<file path="src/core/shp_pkg.sv">
// Purpose: constants for the slave-mode host byte port
// Assumes: one core clock domain, host pins asynchronous to it
// Notes: host mode and slave mode share the fourteen pins
// Function
// - device pulls write-ready low when it can accept a byte
// - strobe rise in write: latch data, write-ready high, write-done interrupt
// - slave mode: port d bits 0..3 are write-ready, read-ready, strobe, select
// - slave mode: only port d bits 4,5 stay general purpose with interrupts
// - slave mode: data pins are a bus steered by strobe and select
// - interrupts come from transitions on port d bits 2..5
// - port d interrupts work whether pins are inputs or outputs
// - no software setting selects slave mode; only the pins govern it
// - host mode: six pins are port d bits 0..5, eight are a gpio port
// - host mode keeps all port d functions: four interrupts, branch, comparator
// - device pulls read-ready low once the core has filled the output latch
// - read: host select high then strobe low; device drives latched byte
// - strobe rise in read: read-ready high, bus released, read-done interrupt
// - core writing the output latch pulls read-ready low again
package shp_pkg;
	localparam int DATA_W = 8;
	localparam int PD_W = 6;
	localparam int SYNC_STAGES = 2;
	localparam logic [7:0] DATA_RST = 8'h00;
	localparam logic [5:0] PD_RST = 6'h00;
	// strobe and select idle high
	localparam logic [5:0] PD_IDLE = 6'h0c;
	// port d bit positions
	localparam int PD_WR_RDY = 0;
	localparam int PD_RD_RDY = 1;
	localparam int PD_STROBE = 2;
	localparam int PD_SELECT = 3;
	localparam int PD_GP4 = 4;
	localparam int PD_GP5 = 5;
endpackage

</file>
<file path="src/core/shp_sync.sv">
// Purpose: two-flop synchroniser for asynchronous host levels
// Assumes: input asynchronous to i_clk
// Notes: first stage read only by second stage
`timescale 1ns/10ps
module shp_sync #(
	parameter int WIDTH = 1,
	parameter logic [WIDTH-1:0] RST_VAL = '0
) (
	// clock and reset
	input wire logic i_clk,
	input wire logic i_reset_n,
	// levels
	input wire logic [WIDTH-1:0] i_async,
	output logic [WIDTH-1:0] o_sync
);
	logic [WIDTH-1:0] meta_q;

	always_ff @(posedge i_clk or negedge i_reset_n)
	begin
		if (!i_reset_n)
		begin
			meta_q <= RST_VAL;
			o_sync <= RST_VAL;
		end
		else
		begin
			meta_q <= i_async;
			o_sync <= meta_q;
		end
	end
endmodule

</file>
<file path="src/core/shp_port.sv">
// Purpose: fourteen-pin port: slave byte port to a host or plain gpio
// Assumes: host pins asynchronous, sampled through shp_sync
// Notes: mode comes from a pin, not from software
`timescale 1ns/10ps
module shp_port #(
	parameter int DATA_W = shp_pkg::DATA_W,
	parameter int PD_W = shp_pkg::PD_W
) (
	// clock and reset
	input wire logic i_clk,
	input wire logic i_reset_n,
	// mode strap: high selects slave mode
	input wire logic i_slave_mode,
	// data port pins
	input wire logic [DATA_W-1:0] i_data_port_pins,
	output logic [DATA_W-1:0] o_data_port_pins,
	output logic [DATA_W-1:0] o_data_port_pins_oe,
	// port d pins
	input wire logic [PD_W-1:0] i_port_d_pins,
	output logic [PD_W-1:0] o_port_d_pins,
	output logic [PD_W-1:0] o_port_d_pins_oe,
	// core side: byte latches
	input wire logic i_core_in_latch_rd,
	output logic [DATA_W-1:0] o_core_in_latch,
	input wire logic i_core_out_latch_wr,
	input wire logic [DATA_W-1:0] i_core_out_latch,
	// core side: host mode gpio
	input wire logic [DATA_W-1:0] i_core_c_data,
	input wire logic [DATA_W-1:0] i_core_c_dir,
	input wire logic [PD_W-1:0] i_core_d_data,
	input wire logic [PD_W-1:0] i_core_d_dir,
	output logic [DATA_W-1:0] o_core_c_pins,
	output logic [PD_W-1:0] o_core_d_pins,
	// core side: interrupts, pulses
	output logic o_write_done_interrupt,
	output logic o_read_done_interrupt,
	output logic o_int_d4_rise,
	output logic o_int_d5_fall
);
	logic mode_q;
	logic [PD_W-1:0] pd_s;
	logic [DATA_W-1:0] pc_s;
	logic [PD_W-1:0] pd_lvl;
	logic [PD_W-1:0] pd_prev_q;
	logic strobe_rise;
	logic host_write_ready_n_q;
	logic host_read_ready_n_q;
	logic [DATA_W-1:0] out_latch_q;
	logic rd_drive_d;

	// strap sampled every clock; no register reaches it
	always_ff @(posedge i_clk or negedge i_reset_n)
	begin
		if (!i_reset_n)
			mode_q <= 1'b0;
		else
			mode_q <= i_slave_mode;
	end

	// host strobe, select and gpio levels synchronised
	shp_sync #(.WIDTH(PD_W), .RST_VAL(shp_pkg::PD_IDLE)) u_sync_d (
		.i_clk(i_clk),
		.i_reset_n(i_reset_n),
		.i_async(i_port_d_pins),
		.o_sync(pd_s)
	);
	shp_sync #(.WIDTH(DATA_W), .RST_VAL(shp_pkg::DATA_RST)) u_sync_c (
		.i_clk(i_clk),
		.i_reset_n(i_reset_n),
		.i_async(i_data_port_pins),
		.o_sync(pc_s)
	);

	// seen level: driven value for outputs, pin for inputs
	always_comb
	begin
		pd_lvl = (o_port_d_pins_oe & o_port_d_pins) | (~o_port_d_pins_oe & pd_s);
	end

	always_ff @(posedge i_clk or negedge i_reset_n)
	begin
		if (!i_reset_n)
			pd_prev_q <= shp_pkg::PD_IDLE;
		else
			pd_prev_q <= pd_lvl;
	end

	assign strobe_rise = mode_q && pd_lvl[shp_pkg::PD_STROBE] && !pd_prev_q[shp_pkg::PD_STROBE];

	// transition interrupts on d2..d5 in host mode; on d2 rise, d4 and d5 only in slave mode
	always_ff @(posedge i_clk or negedge i_reset_n)
	begin
		if (!i_reset_n)
		begin
			o_write_done_interrupt <= 1'b0;
			o_read_done_interrupt <= 1'b0;
			o_int_d4_rise <= 1'b0;
			o_int_d5_fall <= 1'b0;
		end
		else
		begin
			if (mode_q)
			begin
				o_write_done_interrupt <= strobe_rise && !pd_lvl[shp_pkg::PD_SELECT];
				o_read_done_interrupt <= strobe_rise && pd_lvl[shp_pkg::PD_SELECT];
			end
			else
			begin
				o_write_done_interrupt <= pd_lvl[shp_pkg::PD_STROBE] && !pd_prev_q[shp_pkg::PD_STROBE];
				o_read_done_interrupt <= !pd_lvl[shp_pkg::PD_SELECT] && pd_prev_q[shp_pkg::PD_SELECT];
			end
			o_int_d4_rise <= pd_lvl[shp_pkg::PD_GP4] && !pd_prev_q[shp_pkg::PD_GP4];
			o_int_d5_fall <= !pd_lvl[shp_pkg::PD_GP5] && pd_prev_q[shp_pkg::PD_GP5];
		end
	end

	// input latch and write-ready handshake
	always_ff @(posedge i_clk or negedge i_reset_n)
	begin
		if (!i_reset_n)
		begin
			o_core_in_latch <= shp_pkg::DATA_RST;
			host_write_ready_n_q <= 1'b0;
		end
		else if (strobe_rise && !pd_lvl[shp_pkg::PD_SELECT])
		begin
			o_core_in_latch <= pc_s;
			host_write_ready_n_q <= 1'b1;
		end
		else if (i_core_in_latch_rd)
			host_write_ready_n_q <= 1'b0;
	end

	// output latch and read-ready handshake
	always_ff @(posedge i_clk or negedge i_reset_n)
	begin
		if (!i_reset_n)
		begin
			out_latch_q <= shp_pkg::DATA_RST;
			host_read_ready_n_q <= 1'b1;
		end
		else if (strobe_rise && pd_lvl[shp_pkg::PD_SELECT])
			host_read_ready_n_q <= 1'b1;
		else if (i_core_out_latch_wr)
		begin
			out_latch_q <= i_core_out_latch;
			host_read_ready_n_q <= 1'b0;
		end
	end

	// bus driven while select high and strobe low
	assign rd_drive_d = mode_q && pd_s[shp_pkg::PD_SELECT] && !pd_s[shp_pkg::PD_STROBE] && !strobe_rise;

	// pin drivers
	always_ff @(posedge i_clk or negedge i_reset_n)
	begin
		if (!i_reset_n)
		begin
			o_data_port_pins <= shp_pkg::DATA_RST;
			o_data_port_pins_oe <= shp_pkg::DATA_RST;
			o_port_d_pins <= shp_pkg::PD_RST;
			o_port_d_pins_oe <= shp_pkg::PD_RST;
		end
		else if (mode_q)
		begin
			o_data_port_pins <= out_latch_q;
			o_data_port_pins_oe <= {DATA_W{rd_drive_d}};
			o_port_d_pins <= {i_core_d_data[5:4], 1'b0, 1'b0, host_read_ready_n_q, host_write_ready_n_q};
			o_port_d_pins_oe <= {i_core_d_dir[5:4], 4'h3};
		end
		else
		begin
			o_data_port_pins <= i_core_c_data;
			o_data_port_pins_oe <= i_core_c_dir;
			o_port_d_pins <= i_core_d_data;
			o_port_d_pins_oe <= i_core_d_dir;
		end
	end

	// pin levels back to the core for branch and comparator use
	always_ff @(posedge i_clk or negedge i_reset_n)
	begin
		if (!i_reset_n)
		begin
			o_core_c_pins <= shp_pkg::DATA_RST;
			o_core_d_pins <= shp_pkg::PD_RST;
		end
		else
		begin
			o_core_c_pins <= pc_s;
			o_core_d_pins <= pd_lvl;
		end
	end

	a_write_latch: assert property (@(posedge i_clk) disable iff (!i_reset_n)
		(strobe_rise && !pd_lvl[shp_pkg::PD_SELECT]) |=> (o_write_done_interrupt && o_port_d_pins[0] == 1'b0 ##1
		o_port_d_pins[0] && o_core_in_latch == $past(pc_s, 2)))
		else $error("write strobe did not latch data");
	a_read_release: assert property (@(posedge i_clk) disable iff (!i_reset_n)
		(strobe_rise && pd_lvl[shp_pkg::PD_SELECT]) |=> ##1 (o_data_port_pins_oe == 8'h00 && o_port_d_pins[1]))
		else $error("read strobe did not release bus");
	a_rd_ready_low: assert property (@(posedge i_clk) disable iff (!i_reset_n)
		(mode_q && i_core_out_latch_wr && !strobe_rise) |=> ##1 !o_port_d_pins[1])
		else $error("read-ready not lowered");
	a_wr_ready_low: assert property (@(posedge i_clk) disable iff (!i_reset_n)
		(mode_q && $stable(mode_q) && i_core_in_latch_rd && !strobe_rise) |=> ##1 !o_port_d_pins[0])
		else $error("write-ready not lowered");
	a_one_event: assert property (@(posedge i_clk) disable iff (!i_reset_n)
		strobe_rise |=> !strobe_rise)
		else $error("double strobe event");
	a_strobe_sync: assert property (@(posedge i_clk) disable iff (!i_reset_n)
		(strobe_rise && $past(mode_q) && $past(mode_q, 2)) |->
		($past(i_port_d_pins[shp_pkg::PD_STROBE], 2) && !$past(i_port_d_pins[shp_pkg::PD_STROBE], 3)))
		else $error("strobe edge not taken through synchroniser");
	a_drive_bus: assert property (@(posedge i_clk) disable iff (!i_reset_n)
		(rd_drive_d) |=> (o_data_port_pins_oe == 8'hff && o_data_port_pins == $past(out_latch_q)))
		else $error("read byte not driven");
	a_slave_dir: assert property (@(posedge i_clk) disable iff (!i_reset_n)
		mode_q |=> o_port_d_pins_oe[3:0] == 4'h3)
		else $error("handshake pin direction wrong");
	a_d4_int: assert property (@(posedge i_clk) disable iff (!i_reset_n)
		(pd_lvl[4] && !pd_prev_q[4]) |=> o_int_d4_rise)
		else $error("d4 interrupt missed");
	a_host_gpio: assert property (@(posedge i_clk) disable iff (!i_reset_n)
		!mode_q |=> o_data_port_pins_oe == $past(i_core_c_dir))
		else $error("host mode gpio direction wrong");

	c_write: cover property (@(posedge i_clk) disable iff (!i_reset_n) o_write_done_interrupt && mode_q);
	c_read: cover property (@(posedge i_clk) disable iff (!i_reset_n) o_read_done_interrupt && mode_q);
	c_d5: cover property (@(posedge i_clk) disable iff (!i_reset_n) o_int_d5_fall);
endmodule

</file>
<file path="config.mk">
export PLATFORM = sky130hd
export DESIGN_NAME = shp_port
export DESIGN_NICKNAME = d
export VERILOG_FILES = /design/src/core/shp_pkg.sv /design/src/core/shp_sync.sv /design/src/core/shp_port.sv
export SDC_FILE = /design/constraint.sdc
export NUM_CORES = 1
export LEC_CHECK = 0
export ABC_AREA = 1
export ABC_CLOCK_PERIOD_IN_PS = 1400
export BUFFER_PORTS_ARGS = -buffer_cell sky130_fd_sc_hd__buf_2
export CORE_ASPECT_RATIO = 1.5
export CORE_UTILIZATION = 35
export DETAILED_ROUTE_END_ITERATION = 8
export PLACE_DENSITY = 0.68
export RECOVER_POWER = 100
export SLEW_MARGIN = 20
export SYNTH_ARGS = -nofsm -noshare
export SYNTH_HDL_FRONTEND = slang
export SYNTH_SLANG_ARGS = --single-unit
</file>
<file path="constraint.sdc">
create_clock -name i_clk -period 1.4 [get_ports i_clk]
set_clock_uncertainty 0.1 [all_clocks]
set_input_delay 0.07 -clock i_clk [delete_from_list [all_inputs] [get_ports i_clk]]
set_output_delay 0.07 -clock i_clk [all_outputs]
set_load 0.02 [all_outputs]
</file>
# Word-level counts from Yosys, hierarchy flattened
# Cells that the tools add are included.
# op_classes
n_mux	10
n_bitwise	5
n_reduce_logical	20
# op_table
cell	count
$mux W8	2
$and A6 B6 Y6	2
$logic_and A1 B1 Y1	11
$mux W4	2
$logic_not A1 Y1	6
$mux W1	6
$not A6 Y6	1
$or A6 B6 Y6	1
$reduce_bool A2 Y1	2
$reduce_and A2 Y1	1
$not A1 Y1	1
# word_totals
regBits	99
inputBits	55
out_inout_bits	54
elab_cells	55

# Logic depth before layout (Yosys ltp)
# depth
word_depth	8
mapped_depth	8
ltp_nobuf	8

# By module
# A second synthesis with hierarchy kept.
# hier_totals
cells_unflattened	246
hier_area_um2	3035.4
# by_module_without_submodules
module	n_inst	cells_per_inst	area_per_inst_um2	seq_area_each_um2
shp_port	1	218	2329.7	1680.4
shp_sync (u_sync_c)	1	16	400.4	400.4
shp_sync (u_sync_d)	1	12	305.3	305.3

# Least setup slack after synthesis
# OpenSTA, ideal clock, no wires.
# synth_timing
path_type	register to register
from	reg o_port_d_pins_oe[2]
to	reg o_core_in_latch[0]
setup_time_ns	0.117
t_arrival_ns	1.121
required_time_ns	1.183
path_slack_ns	0.062
path_stages_with_launch	9
n_path_buf	0
period_less_slack_ns	1.338
cell_sequence	dfrtp_1 inv_1 nand2_1 nand2_1 nand2_2 nor2_4 inv_2 nand2_1 nand2_1
# synth_between
elab_chain_len	6
word_cells_on_any_way	7
cone_classes	4 x bitwise; 3 x reduce/logical
# synth_rtl
item	line_no	source
start: declaration	shp_port.sv:21	output logic [PD_W-1:0] o_port_d_pins_oe,
start signal: assignment	shp_port.sv:162	o_port_d_pins_oe <= shp_pkg::PD_RST;
start signal: assignment	shp_port.sv:169	o_port_d_pins_oe <= {i_core_d_dir[5:4], 4'h3};
start signal: assignment	shp_port.sv:176	o_port_d_pins_oe <= i_core_d_dir;
$not A6 Y6	shp_port.sv:77	pd_lvl = (o_port_d_pins_oe & o_port_d_pins) | (~o_port_d_pins_oe & pd_s);
$and A6 B6 Y6	shp_port.sv:77	
$or A6 B6 Y6 *	shp_port.sv:77	
net pd_lvl[2]	shp_port.sv:43	logic [PD_W-1:0] pd_lvl;
$logic_and A1 B1 Y1 * (2 in a row)	shp_port.sv:88	assign strobe_rise = mode_q && pd_lvl[shp_pkg::PD_STROBE] && !pd_prev_q[shp_pkg::PD_STROBE];
$logic_and A1 B1 Y1 *	shp_port.sv:125	else if (strobe_rise && !pd_lvl[shp_pkg::PD_SELECT])
end signal: assignment	shp_port.sv:122	o_core_in_latch <= shp_pkg::DATA_RST;
end signal: assignment	shp_port.sv:127	o_core_in_latch <= pc_s;
end: declaration	shp_port.sv:24	output logic [DATA_W-1:0] o_core_in_latch,
# The timed path passes the listed nets; every way through them passes the cells marked *.
# A chain may end at the register's enable or synchronous reset.

# Final worst setup path
# layout_timing
from	reg u_sync_d.o_sync[3]
to	reg out_latch_q[4]
# layout_between
elab_chain_len	5
# layout_rtl
item	line_no	source
start: declaration	shp_sync.sv:14	output logic [WIDTH-1:0] o_sync
start signal: assignment	shp_sync.sv:28	o_sync <= meta_q;
$and A6 B6 Y6	shp_port.sv:77	
$or A6 B6 Y6	shp_port.sv:77	
$logic_and A1 B1 Y1	shp_port.sv:142	else if (strobe_rise && pd_lvl[shp_pkg::PD_SELECT])
$not A1 Y1 (no source line)	n/a	
$reduce_and A2 Y1 (no source line)	n/a	
end signal: assignment	shp_port.sv:139	out_latch_q <= shp_pkg::DATA_RST;
end signal: assignment	shp_port.sv:146	out_latch_q <= i_core_out_latch;
end: declaration	shp_port.sv:48	logic [DATA_W-1:0] out_latch_q;
# Every way passes these cells.

==> summary.md <==
| Metric | Value |
|---|---|
| Post-Synth Simple-Gate Area | `15.46%` |
| Filler cells | `746` |
| Core footprint | `8413 µm²` |
| Total clock sinks | `95` |
| Pwr Total | `6.289 mW` |
| Final worst slack | `-0.02347 ns` |
| Pwr Density | `1341 nW/µm²` |
| Root Buffer | `clkbuf_16` |
| Avg Inst Size Synth | `12.34 µm²` |
| Synth Area in Compound Gates | `0.9893%` |
| Worst-Skew Late Latency | `0.34 ns` |
| Clk buf depth | `2` |
| CTS tree | `built` |
| Gr usage total | `15.84%` |
| Final period util | `101.7%` |
| Worst-path clk slew | `0.06 ns` |
| Nets | `481` |
| CTS H-tree lvls | `3` |
| Cell taking the most area after synthesis | `dfrtp_1` |
| Vias in the first global route | `2323` |
| Area Growth Syn to Fin | `54.45%` |
| First-pass GRT wire length | `10.44 mm` |
| Crit path kind | `reg -> reg` |
| MaxCap Viol Count | `0` |
| Port Buffers | `108` |
| Final Hold Viols | `0` |
| Number of cells produced by synthesis | `246` |
| Max Clock Freq | `0.7025 GHz` |
| Peak VDD IR | `0.7179 mV` |
| DRT Pass-1 Iters | `4` |
| FF/Latch Area | `2386 µm²` |
| CTS Buf Count | `9` |
| Detailed-route DRC error count | `0` |
| Most frequent cell after synthesis | `nand2_1` |
| Synth Flop Type | `dfrtp_1` |
| Setup TNS | `-0.1142 ns` |
| Slew Limit Headroom | `59.43%` |
| Net Count, Synth | `301` |
| Top cell type's share of synthesized area | `72.55%` |
| Most numerous cell on the critical path | `nand2_1` |
| Die Y | `116.1 µm` |
| Register area share after synthesis | `78.61%` |
| Leakage power total | `2.481 nW` |
| Row count | `41` |
| # IOs | `109` |
| Drt total wl | `6.641 mm` |
| Mux cell area share after synthesis | `1.113%` |
| Slew Viols, Final | `0` |
| Final setup fails | `7` |
| Worst Setup Start Kind | `flip-flop` |
| Post-synth ARST share | `100.0%` |
| Critical-path cell list | `inv_2 -> nand2_1 -> nand2_1 -> nor2_2 -> nand2_4 -> buf_6 -> nand3_2 -> nand2_1` |
| Synth cell count leaders | `95 x nand2_1, 88 x dfrtp_1, 13 x inv_1` |
| Worst slew pin tran | `0.6086 ns` |
| Routability congestion estimate from global placement | `0.7607` |
| Routed wire per std cell | `12.34 µm` |
| Post-route ant nets | `0` |
| CP Data Arrival Time | `1.56 ns` |
| Failing checks | `setup timing` |
| Final Critical Period | `1.423 ns` |
| ANT cells | `0` |
| Largest net degree at the start of global routing | `52` |
| Worst Setup End Kind | `flip-flop` |
| Mapped Area | `3035 µm²` |
| Fraction of layout cells with a size suffix above 1 | `38.52%` |
| CP required | `1.54 ns` |
| Post-synthesis adder-cell area fraction | `0%` |
| Post-Synth XOR/XNOR Area | `0%` |
| Starting Density | `36.08%` |
| CP peak stage delay | `0.53 ns` |
| Number of synthesis warnings | `0` |
| Antenna violations before repair | `0` |
| Post-layout util | `55.73%` |
| Die ar. | `9056 µm²` |
| Worst Hold Class | `reg -> reg` |
| Area contributors post-synth | `dfrtp_1 73%, nand2_1 12%, dfstp_2 6.1%, inv_1 1.6%, nand3_1 1.5%` |
| Synth cell types | `19` |
| Vias per inst | `4.217` |
| Placed Cells | `465` |
| Multi-input combinational cell area | `588.1 µm²` |
| Final Non-Filler Cells | `538` |
| Status | `finished with violations` |
| RSZ-0062 raised after global routing | `yes` |
| Via count | `2269` |
| Largest family of logic cells by synthesized area | `simple AND/OR/NAND/NOR gates` |
| Placed Area | `3779 µm²` |
| Post-route cell area | `4688 µm²` |
| WP buf/inv | `2` |
| Crit-path slowest cell | `dfstp_2` |
| Number of flops mapped to enable cells by yosys | `0` |
| DPL Wire Length | `4.359 mm` |
| #FFs+latches synth | `95` |
| Crit path max-delay family | `flip-flops` |
| Die W | `78.04 µm` |
| Max FO, Critical Path | `5` |
| Congestion Overflow GR | `0` |
| DRT iter0 DRCs | `100` |
==> where the power goes <==
group	internal (mW)	total [mW]	switching (mW)
clock network	1.31	2.33	1.02
registers	2.98	3.09	0.103
logic	0.371	0.871	0.500
==> placed cells by master, fill, tap and decap left out <==
cell	count
nor2_4	1
buf_4	10
nand3_1	3
buf_6	3
o21ai_0	2
dfstp_2	7
o21ai_1	2
nand2_2	2
clkinvlp_4	1
nor3_1	1
nand3_2	6
buf_12	1
inv_2	2
inv_1	13
clkbuf_4	2
dfrtp_1	88
inv_8	1
clkinv_4	2
nand2_4	3
clkbuf_16	9
inv_4	1
clkinv_2	1
buf_2	107
mux2_2	2
nor2_2	1
dlygate4sd3_1	54
a21oi_1	2
nor2_1	6
clkbuf_1	1
or2_2	2
mux2_1	1
nand2_1	92
clkbuf_8	2
==> worst register-to-register path, stage by stage (launching register included) <==
cell and delay (ns):
dfstp_2 0.53, inv_2 0.03, nand2_1 0.04, nand2_1 0.08, nor2_2 0.17, nand2_4 0.11, buf_6 0.15, nand3_2 0.05
nand2_1 0.05
==> metal layers <==
metal  vias up  global-route usage, %  routed length, µm
met3        12                  4.173                271
met1      1082                  17.06               2600
met5         -                      0                  0
met4         0                  10.62                190
li1       1105                      -                  -
met2        70                  27.37               3579
==> kinds of logic after synthesis <==
family | Yosys count
muxes | 3
DFF | 95
AOI/OAI and AO/OA | 6
buffers and inverters | 25
and+or+nand+nor | 117
==> final timing paths <==
| kind | startpoint | to | slack [ns] | depth (start not counted) |
|---|---|---|---|---|
| max in group asynchronous | i_reset_n | o_data_port_pins_oe[3] | 0.46 | 3 |
| min in group asynchronous | i_reset_n | o_port_d_pins_oe[4] | 0.32 | 3 |
| worst max register to register | u_sync_d.o_sync[3] | out_latch_q[4] | -0.02 | 8 |
| worst max-delay path | u_sync_d.o_sync[3] | out_latch_q[4] | -0.02 | 8 |
| worst min-delay path | u_sync_c.meta_q[2] | u_sync_c.o_sync[2] | 0.24 | 0 |
| worst min register to register | u_sync_c.meta_q[2] | u_sync_c.o_sync[2] | 0.24 | 0 |
==> registers in the layout (all words and copies together), names as in the netlist <==
register / count
u_sync_c.meta_q: 8
out_latch_q: 8
o_core_in_latch: 8
o_int_d5_fall: 1
o_data_port_pins_oe: 8
u_sync_d.meta_q: 6
u_sync_c.o_sync: 8
pd_prev_q: 2
host_read_ready_n_q: 1
o_write_done_interrupt: 1
o_core_d_pins: 6
o_data_port_pins: 8
mode_q: 1
o_read_done_interrupt: 1
o_core_c_pins: 8
host_write_ready_n_q: 1
o_int_d4_rise: 1
o_port_d_pins: 6
u_sync_d.o_sync: 6
o_port_d_pins_oe: 6
==> metrics by stage <==
step | hold slack [ns] | setup WS, ns
floorplan | -0.3256 | 0.06163
global placement | -0.04855 | -0.04090
detailed placement | -0.04393 | -0.09210
CTS | 0.1395 | 0.001479
global route | 0.2538 | -0.1177
finish | 0.2414 | -0.02347
==> layout make-up <==
type | count | share of cell area, %
tap | 107 | 2.856
inverter | 16 | 1.334
multi-input combinational | 126 | 12.54
clock inverter | 5 | 0.8807
sequential | 95 | 50.89
clock buffer | 11 | 5.391
timing repair buffer | 178 | 26.10
==> timing repair <==
item	in CTS	in global routing
endpoints found under the setup margin	12	24
hold buffers	54	0
resized for setup	5	12
buffers inserted	2	1
endpoints found under the hold margin	148	0
pin swaps	0	10
Power figures use the tool's default switching activity.
